==> config.mk <==
export PLATFORM = sky130hd
export DESIGN_NAME = rcb_top
export DESIGN_NICKNAME = d
export VERILOG_FILES = /design/src/core/rcb_pkg.sv /design/src/core/rcb_chk_if.sv /design/src/core/rcb_parity_chk.sv /design/src/core/rcb_top.sv
export SDC_FILE = /design/constraint.sdc
export NUM_CORES = 1
export LEC_CHECK = 0
export BUFFER_PORTS_ARGS = -buffer_cell sky130_fd_sc_hd__buf_2
export CELL_PAD_IN_SITES_DETAIL_PLACEMENT = 2
export CELL_PAD_IN_SITES_GLOBAL_PLACEMENT = 2
export CORE_MARGIN = 10
export CORE_UTILIZATION = 32
export CTS_CLUSTER_DIAMETER = 60
export DETAILED_ROUTE_END_ITERATION = 10
export PLACE_DENSITY_LB_ADDON = 0.15
export SYNTH_ARGS = -nofsm -noshare
export SYNTH_HDL_FRONTEND = slang
export SYNTH_SLANG_ARGS = --single-unit
==> constraint.sdc <==
create_clock -name clk_i -period 2 [get_ports clk_i]
set_input_delay 0.5 -clock clk_i [delete_from_list [all_inputs] [get_ports clk_i]]
set_output_delay 0.5 -clock clk_i [all_outputs]
set_load 0.01 [all_outputs]
==> src/core/rcb_pkg.sv <==
// Shared widths, reset values and timing counts for the command buffer
package rcb_pkg;
  // Gated address and command lines
  localparam int unsigned DATA_W = 21;
  // Paired ungated lines and chip selects
  localparam int unsigned PAIR_W = 2;
  // Reset value of the gated data outputs
  localparam logic [DATA_W-1:0] DATA_RST = 21'h0;
  // Reset value of each paired output group
  localparam logic [PAIR_W-1:0] PAIR_RST = 2'h0;
  // Reset value of the chip select outputs
  localparam logic [PAIR_W-1:0] CS_RST = 2'h0;
  // Gating assumed on until the strap is sampled
  localparam logic GATE_RST = 1'b1;
  // Stages in the reset release and strap synchronisers
  localparam int unsigned SYNC_STAGES = 2;
  // Clock period in picoseconds
  localparam int unsigned CLK_PERIOD_PS = 8000;
  // Cycles the error flag stays low per event
  localparam int unsigned ERR_HOLD_CYC = 2;
  // Extra cycles of delay after the basic parity check
  localparam int unsigned ERR_EXTRA_DLY = 1;
  // Edges from input capture to the error pin driving low
  localparam int unsigned ERR_LATENCY = 1 + ERR_EXTRA_DLY;
endpackage : rcb_pkg

==> src/core/rcb_chk_if.sv <==
`timescale 1ns/1ps
// Carries captured bits from the buffer to the parity checker
interface rcb_chk_if;
  // Gated data as captured on the checked edge
  logic [rcb_pkg::DATA_W-1:0] data;
  // Parity bit captured on the same edge
  logic par;
  // High when the capture had a chip select low
  logic valid;
  // Basic check result, one cycle after capture
  logic err;
  // Buffer side
  modport buf_mp (output data, output par, output valid, input err);
  // Checker side
  modport chk_mp (input data, input par, input valid, output err);
endinterface : rcb_chk_if

==> src/core/rcb_parity_chk.sv <==
`timescale 1ns/1ps
// Basic odd parity check on one captured command word
module rcb_parity_chk (
  input wire logic clk_i,
  input wire logic rst_n_i,
  rcb_chk_if.chk_mp chk
);

  // Basic check result
  logic err_reg;

  // Even count of ones across data and parity is a mismatch
  always_ff @(posedge clk_i or negedge rst_n_i) begin
    if (!rst_n_i) begin
      err_reg <= 1'b0;
    end else begin
      err_reg <= chk.valid & ~(^{chk.data, chk.par});
    end
  end

  assign chk.err = err_reg;
endmodule : rcb_parity_chk

==> src/core/rcb_top.sv <==
`timescale 1ns/1ps
// Summary of operation
// - Clock enable and termination registered every edge
// - Gated data redriven only with chip select when gating on
// - Gating on: capture when a select low
// - Gating off: capture gated data every edge
// - Outputs update after edge, hold until next
// - All registers use rising positive clock edge
// - Open-drain error pin pulled low on mismatch
// - Error pin stays low two cycles
// - Error indication delayed one extra cycle
// - Async reset clears registers except strap sync (set high); buffer outputs low
// - Reset beats gating, error pin released
// - Both selects high with gating: data holds
module rcb_top (
  input wire logic clk_i,
  input wire logic rst_n_i,
  input wire logic select_gating_on_i,
  input wire logic chip_sel_in_0_i,
  input wire logic chip_sel_in_1_i,
  input wire logic clk_en_in_0_i,
  input wire logic clk_en_in_1_i,
  input wire logic term_in_0_i,
  input wire logic term_in_1_i,
  input wire logic [rcb_pkg::DATA_W-1:0] gated_data_in_i,
  input wire logic parity_bit_in_i,
  input wire logic parity_fail_n_i,
  output logic [rcb_pkg::DATA_W-1:0] gated_data_out_o,
  output logic [rcb_pkg::PAIR_W-1:0] chip_sel_out_o,
  output logic [rcb_pkg::PAIR_W-1:0] clk_en_out_o,
  output logic [rcb_pkg::PAIR_W-1:0] term_out_o,
  output logic parity_fail_n_o,
  output logic parity_fail_oe_o
);

  // Reset release synchroniser, cleared at once
  logic [rcb_pkg::SYNC_STAGES-1:0] rst_pipe_reg;
  // Strap synchroniser for the gating tie-off
  logic [rcb_pkg::SYNC_STAGES-1:0] gate_pipe_reg;
  // High once reset release has settled
  logic run;
  // Synchronised gating strap
  logic gate_on;
  // Any chip select low in this cycle
  logic cs_any;
  // Gated data load enable
  logic data_load;
  // Output registers
  logic [rcb_pkg::DATA_W-1:0] data_out_reg;
  logic [rcb_pkg::PAIR_W-1:0] cs_out_reg;
  logic [rcb_pkg::PAIR_W-1:0] cke_out_reg;
  logic [rcb_pkg::PAIR_W-1:0] term_out_reg;
  // Parity bit and check qualifier for the checker
  logic par_cap_reg;
  logic chk_valid_reg;
  // Error pin drive and second-cycle hold
  logic fail_oe_reg;
  logic fail_hold_reg;
  // Link to the parity checker
  rcb_chk_if chk_link ();

  // Reset asserts at once and releases after two edges
  always_ff @(posedge clk_i or negedge rst_n_i) begin
    if (!rst_n_i) begin
      rst_pipe_reg <= '0;
    end else begin
      rst_pipe_reg <= {rst_pipe_reg[0], 1'b1};
    end
  end

  // Strap is a static pin, resampled on every edge
  always_ff @(posedge clk_i or negedge rst_n_i) begin
    if (!rst_n_i) begin
      gate_pipe_reg <= {rcb_pkg::SYNC_STAGES{rcb_pkg::GATE_RST}};
    end else begin
      gate_pipe_reg <= {gate_pipe_reg[0], select_gating_on_i};
    end
  end

  // Only the last stages are read by logic
  assign run = rst_pipe_reg[rcb_pkg::SYNC_STAGES-1];
  assign gate_on = gate_pipe_reg[rcb_pkg::SYNC_STAGES-1];
  assign cs_any = !chip_sel_in_0_i || !chip_sel_in_1_i;
  // Load gated data when gating is off or a select is low
  assign data_load = run && (!gate_on || cs_any);

  // Ungated pairs and chip selects follow every edge
  always_ff @(posedge clk_i or negedge rst_n_i) begin
    if (!rst_n_i) begin
      cs_out_reg <= rcb_pkg::CS_RST;
      cke_out_reg <= rcb_pkg::PAIR_RST;
      term_out_reg <= rcb_pkg::PAIR_RST;
    end else if (run) begin
      cs_out_reg <= {chip_sel_in_1_i, chip_sel_in_0_i};
      cke_out_reg <= {clk_en_in_1_i, clk_en_in_0_i};
      term_out_reg <= {term_in_1_i, term_in_0_i};
    end
  end

  // Gated data: loaded when enabled, otherwise held
  always_ff @(posedge clk_i or negedge rst_n_i) begin
    if (!rst_n_i) begin
      data_out_reg <= rcb_pkg::DATA_RST;
    end else if (data_load) begin
      data_out_reg <= gated_data_in_i;
    end
  end

  // Parity is checked only on edges with a select low
  always_ff @(posedge clk_i or negedge rst_n_i) begin
    if (!rst_n_i) begin
      par_cap_reg <= 1'b0;
      chk_valid_reg <= 1'b0;
    end else begin
      par_cap_reg <= parity_bit_in_i;
      chk_valid_reg <= run && cs_any;
    end
  end

  // Checker sees data captured beside the parity bit
  assign chk_link.data = (chk_valid_reg) ? data_out_reg : rcb_pkg::DATA_RST;
  assign chk_link.par = par_cap_reg;
  assign chk_link.valid = chk_valid_reg;

  // Basic one-cycle parity check
  rcb_parity_chk u_parity_chk (
    .clk_i(clk_i),
    .rst_n_i(rst_n_i),
    .chk(chk_link.chk_mp)
  );

  // Extra stage before the pin, then two cycles low
  always_ff @(posedge clk_i or negedge rst_n_i) begin
    if (!rst_n_i) begin
      fail_oe_reg <= 1'b0;
      fail_hold_reg <= 1'b0;
    end else if (chk_link.err) begin
      fail_oe_reg <= 1'b1;
      fail_hold_reg <= 1'b1;
    end else if (fail_hold_reg) begin
      fail_oe_reg <= 1'b1;
      fail_hold_reg <= 1'b0;
    end else begin
      fail_oe_reg <= 1'b0;
    end
  end

  // Outputs straight from registers
  assign gated_data_out_o = data_out_reg;
  assign chip_sel_out_o = cs_out_reg;
  assign clk_en_out_o = cke_out_reg;
  assign term_out_o = term_out_reg;
  // Active-low flag mirrors the open-drain enable
  assign parity_fail_n_o = ~fail_oe_reg;
  assign parity_fail_oe_o = fail_oe_reg;
endmodule : rcb_top

* Word-level counts from Yosys, hierarchy flattened
Index checks and enable logic that the tools add are counted.
** Storage, ports and cells
- Flip-flop bits (word level) :: 36
- Output and inout port bits :: 29
- Logic and storage cells :: 26
** Operators by class
- Mux-type cells :: 4
- Bitwise logic cells :: 3
- Reduce and logical (&&, ||, !) cells :: 8
** Operators with widths (count)
- $reduce_xor 22->1 :: 1
- $mux 21 :: 1
- $logic_not 1->1 :: 3
- $mux 1 :: 3
- $logic_and 1x1->1 :: 2
- $logic_or 1x1->1 :: 2
- $not 1->1 :: 2
- $and 1x1->1 :: 1

* Logic depth before layout (Yosys ltp)
- Depth after elaboration :: 4
- Gate-level depth with buffers :: 5
- Depth with buffers taken out :: 5

* By module
Synthesis repeated with hierarchy kept, for this count alone.
** Unflattened totals
- Cells, all modules :: 191
- Area total of the unflattened synthesis :: 2039.5 µm²
** By module, submodules not included
- rcb_top :: times used 1, cells an instance 166, area an instance 1815.5 µm², sequential area each 878.3 µm²
- rcb_parity_chk :: times used 1, cells an instance 25, area an instance 224.0 µm², sequential area each 25.0 µm²

* Worst setup path before layout
Ideal clock, no wire load.
- Path type :: register -> register
- From :: register data_out_reg, in the netlist gated_data_out_o[2]
- To :: register u_parity_chk.err_reg, in the netlist u_parity_chk.chk.err
- Library setup time :: 0.079 ns
- Arrival :: 1.243 ns
- Required time :: 1.921 ns
- Setup slack :: 0.678 ns
- Stages on the path, launching flop included :: 6
- Buffers on the path :: 0
- Clock period less this slack :: 1.322 ns
- Cells stage by stage :: dfrtp_1 -> xor2_1 -> xnor2_1 -> xnor2_1 -> xnor2_1 -> mux2i_1
** Between the ends
- Word-level cells in the longest chain between the ends :: 4
** Ends and longest elaborated chain
- start: declaration :: line rcb_top.sv:49 : logic [rcb_pkg::DATA_W-1:0] data_out_reg;
- start signal: assignment :: line rcb_top.sv:103 : data_out_reg <= rcb_pkg::DATA_RST;
- start signal: assignment :: line rcb_top.sv:105 : data_out_reg <= gated_data_in_i;
- $mux 21 :: line rcb_top.sv:121 : assign chk_link.data = (chk_valid_reg) ? data_out_reg : rcb_pkg::DATA_RST;
- $reduce_xor 22->1 :: line rcb_parity_chk.sv:17 : err_reg <= chk.valid & ~(^{chk.data, chk.par});
- $not 1->1 :: line rcb_parity_chk.sv:17
- $and 1x1->1 :: line rcb_parity_chk.sv:17
- end signal: assignment :: line rcb_parity_chk.sv:17
- end: declaration :: line rcb_parity_chk.sv:10 : logic err_reg;
No other way between the ends.
A chain may end at the register's enable or synchronous reset.

* Worst setup path after layout
Same ends and word-level chain as after synthesis.

==> results by group <==
Worst setup path
  • Worst-path fanout max: 3
  • Crit path largest cell delay: 400 ps
  • Worst path cell trace: xor2_1 -> xnor2_1 -> xnor2_1 -> xnor2_1 -> mux2i_1
  • Crit Path Category: reg2reg
  • Crit path max-delay family: XOR/XNOR gates
  • Crit path DAT: 1610 ps
  • CP endpoint kind: register
  • Slowest CP cell: dfrtp_1
  • CP startpoint kind: register
  • Most frequent cell on the critical path: xnor2_1
  • CP required: 2210 ps
  • CP Buf/Inv Count: 0

Finish
  • Register area: 903.4 um^2
  • Final #Nets: 193
  • Area grow syn2layout: 31.72%
  • # fillers: 466
  • Max reg flops: 21
  • Fin util: 0.4361
  • Area of the multi-input gates: 525.5 um^2
  • Layout cells sized above 1: 0.6111
  • Inserted Diodes: 0

Synth
  • Unique masters post-synth: 13
  • Post-synth top area cell: dfrtp_1
  • Post-synth net total: 128
  • Synth top area share: 0.5862
  • Yosys reg bits: 36
  • Synth Cell Area: 1451 um^2
  • Synth top area cells: dfrtp_1 59%, mux2_2 21%, xnor2_1 10%, dfstp_2 3.6%, xor2_1 1.8%
  • Yosys warns: 0
  • Mapped Cells: 96
  • Sequential area share after synthesis: 0.6224
  • Synth Area per Inst: 15.12 um^2

STA
  • Slew @ Worst Pin: 794.1 ps
  • Final hold vios: 0
  • Setup Viol. Count Final: 0
  • Highest Clock Rate: 716.2 MHz
  • Final WS setup: 603.8 ps
  • Max-slew violation count: 0
  • Unrepaired setup endpoints after global routing: no
  • Final min period: 1396 ps
  • Setup TNS: 0 ps
  • Clock Skew: 7.178 ps
  • Hold_ws: 292.3 ps
  • Slew headroom: 0.4706
  • Tcrit/Tclk final: 0.6981

Clock network
  • CTS Hold Buffers Added: 0
  • TritonCTS clock tree: built
  • Clk buf depth: 2
  • Cts repair resizes: 0
  • Root Buffer: clkbuf_8
  • # Post-CTS Setup Buffers: 0
  • Clock-pin slew on the worst setup and hold paths: 70 ps
  • Worst-Skew Late Latency: 280 ps
  • TritonCTS buffer count: 5
  • H-tree levels: 2
  • CTS sink count: 36

Floorplanning
  • Io pins: 61
  • Die area: 7629 um^2
  • Die H: 87.35 um
  • Starting Density: 0.3311
  • Core region area: 4384 um^2
  • Std cell rows: 24
  • Die Wd: 87.35 um

Power and ir drop
  • Pwr Density: 1030 nW/um^2
  • Net Sw Frac: 0.2783
  • Internal power: 0.001421 W
  • Clock Power Share: 0.287
  • Design Power: 0.001970 W
  • Sw Pwr: 0.0005483 W
  • Flop pwr share: 0.451
  • Maximum vdd drop: 0.3688 mV
  • Logic gate share of total power: 0.262
  • Static Leak: 0.9046 nW

Status
  • Status: complete, no violations

GRT
  • Pin count of the biggest net entering global routing: 37
  • First-pass GRT wire length: 5.782 mm
  • Vias in the first global route: 1189
  • Grt ovf: 0
  • Initial antenna violation count: 0
  • Total GRT Usage: 0.09711

Route
  • Wirelength per Cell: 16.52 um
  • Vias per inst: 4.537
  • Routed Antenna Nets: 0
  • Number of DRC markers in iteration 0: 31
  • Total number of vias: 971
  • DRC: 0
  • Detailed Routing Iterations Pass 1: 2
  • Total wire length: 3.536 mm

Placed design
  • Routability cong.: 0.6162
  • Post-DP HPWL: 2.791 mm
  • Placement Setup Slack: 511.0 ps
  • Count of input and output buffers: 59

Run
  • Max-capacitance violation count: 0

Min path
  • Hold crit path type: in2async
## cells in the final DEF (no fill, tap or decap)
master     n
nand2_1    2
a21boi_0   1
mux2i_1    1
clkbuf_1   1
dfstp_2    2
clkbuf_8   7
nand3_1    1
conb_1     1
xor2_1     3
or2_2      2
buf_2     59
xnor2_1   17
dfrtp_1   34
mux2_2    27
inv_1      2
buf_4      2
## cell type report
class                           instances  area share
Inverter                                2    0.003927
Clock buffer                            8     0.05236
Multi-Input combinational cell         55      0.2749
Tap cell                               52     0.03403
Sequential cell                        36      0.4725
Timing Repair Buffer                   61      0.1623
## power by group through the flow
stage	clock network, W	registers, W	logic [W]
6_report	0.000565	0.000889	0.000516
5_1_grt	0.000624	0.000902	0.000573
4_1_cts	0.000588	0.000892	0.000535
3_5_place_dp	0	0.000906	0.000530
3_3_place_gp	0	0.000896	0.000519
2_1_floorplan	0	0.000930	0.000310
## metal layers
| metal | share of wire | vias up | track usage |
|---|---|---|---|
| met1 | 0.34 | 489 | 0.09071 |
| met2 | 0.55 | 32 | 0.1753 |
| li1 | - | 443 | - |
| met4 | 0.014 | 0 | 0.03913 |
| met5 | 0 | - | 0 |
| met3 | 0.096 | 7 | 0.04775 |
## Yosys cell counts
cell type,number
a21boi_0,1
buf_2,3
conb_1,1
dfrtp_1,34
dfstp_2,2
inv_1,2
mux2_2,27
mux2i_1,1
nand2_1,2
nand3_1,1
or2_2,2
xnor2_1,17
xor2_1,3
## metrics by stage
step | cell area, um^2 | instances
floorplan | 1451 | 96
global placement | 1812 | 206
detailed placement | 1812 | 206
CTS | 1912 | 214
global route | 1912 | 214
finish | 1912 | 214
## cell families (layout without fill, tap and decap cells)
group                     after synthesis  after routing  synth area share
and+or+nand+nor                         5              5           0.01724
other                                   1              1          0.002584
muxes                                  28             28            0.2164
AOI/OAI and AO/OA                       1              1          0.005174
DFF                                    36             36            0.6224
xor gates and xnor gates               20             20            0.1207
buffers and inverters                   5             71           0.01552
## final timing paths
check                                           startpoint  depth (start not counted)  slack (ps)                         endpoint
max                        gated_data_out_o[2]$_DFFE_PN0P_                          5         600   u_parity_chk.chk.err$_DFF_PN0_
min                                                rst_n_i                          1         290  gated_data_out_o[3]$_DFFE_PN0P_
min reg2reg                      rst_pipe_reg[0]$_DFF_PN0_                          0         350        rst_pipe_reg[1]$_DFF_PN0_
min in group clk_i                         parity_bit_in_i                          1         320           chk_link.par$_DFF_PN0_
max reg2reg                gated_data_out_o[2]$_DFFE_PN0P_                          5         600   u_parity_chk.chk.err$_DFF_PN0_
max in group asynchronous                          rst_n_i                          1        1190    chip_sel_out_o[0]$_DFFE_PN0P_
No activity file was read; power rests on OpenSTA's default activity.
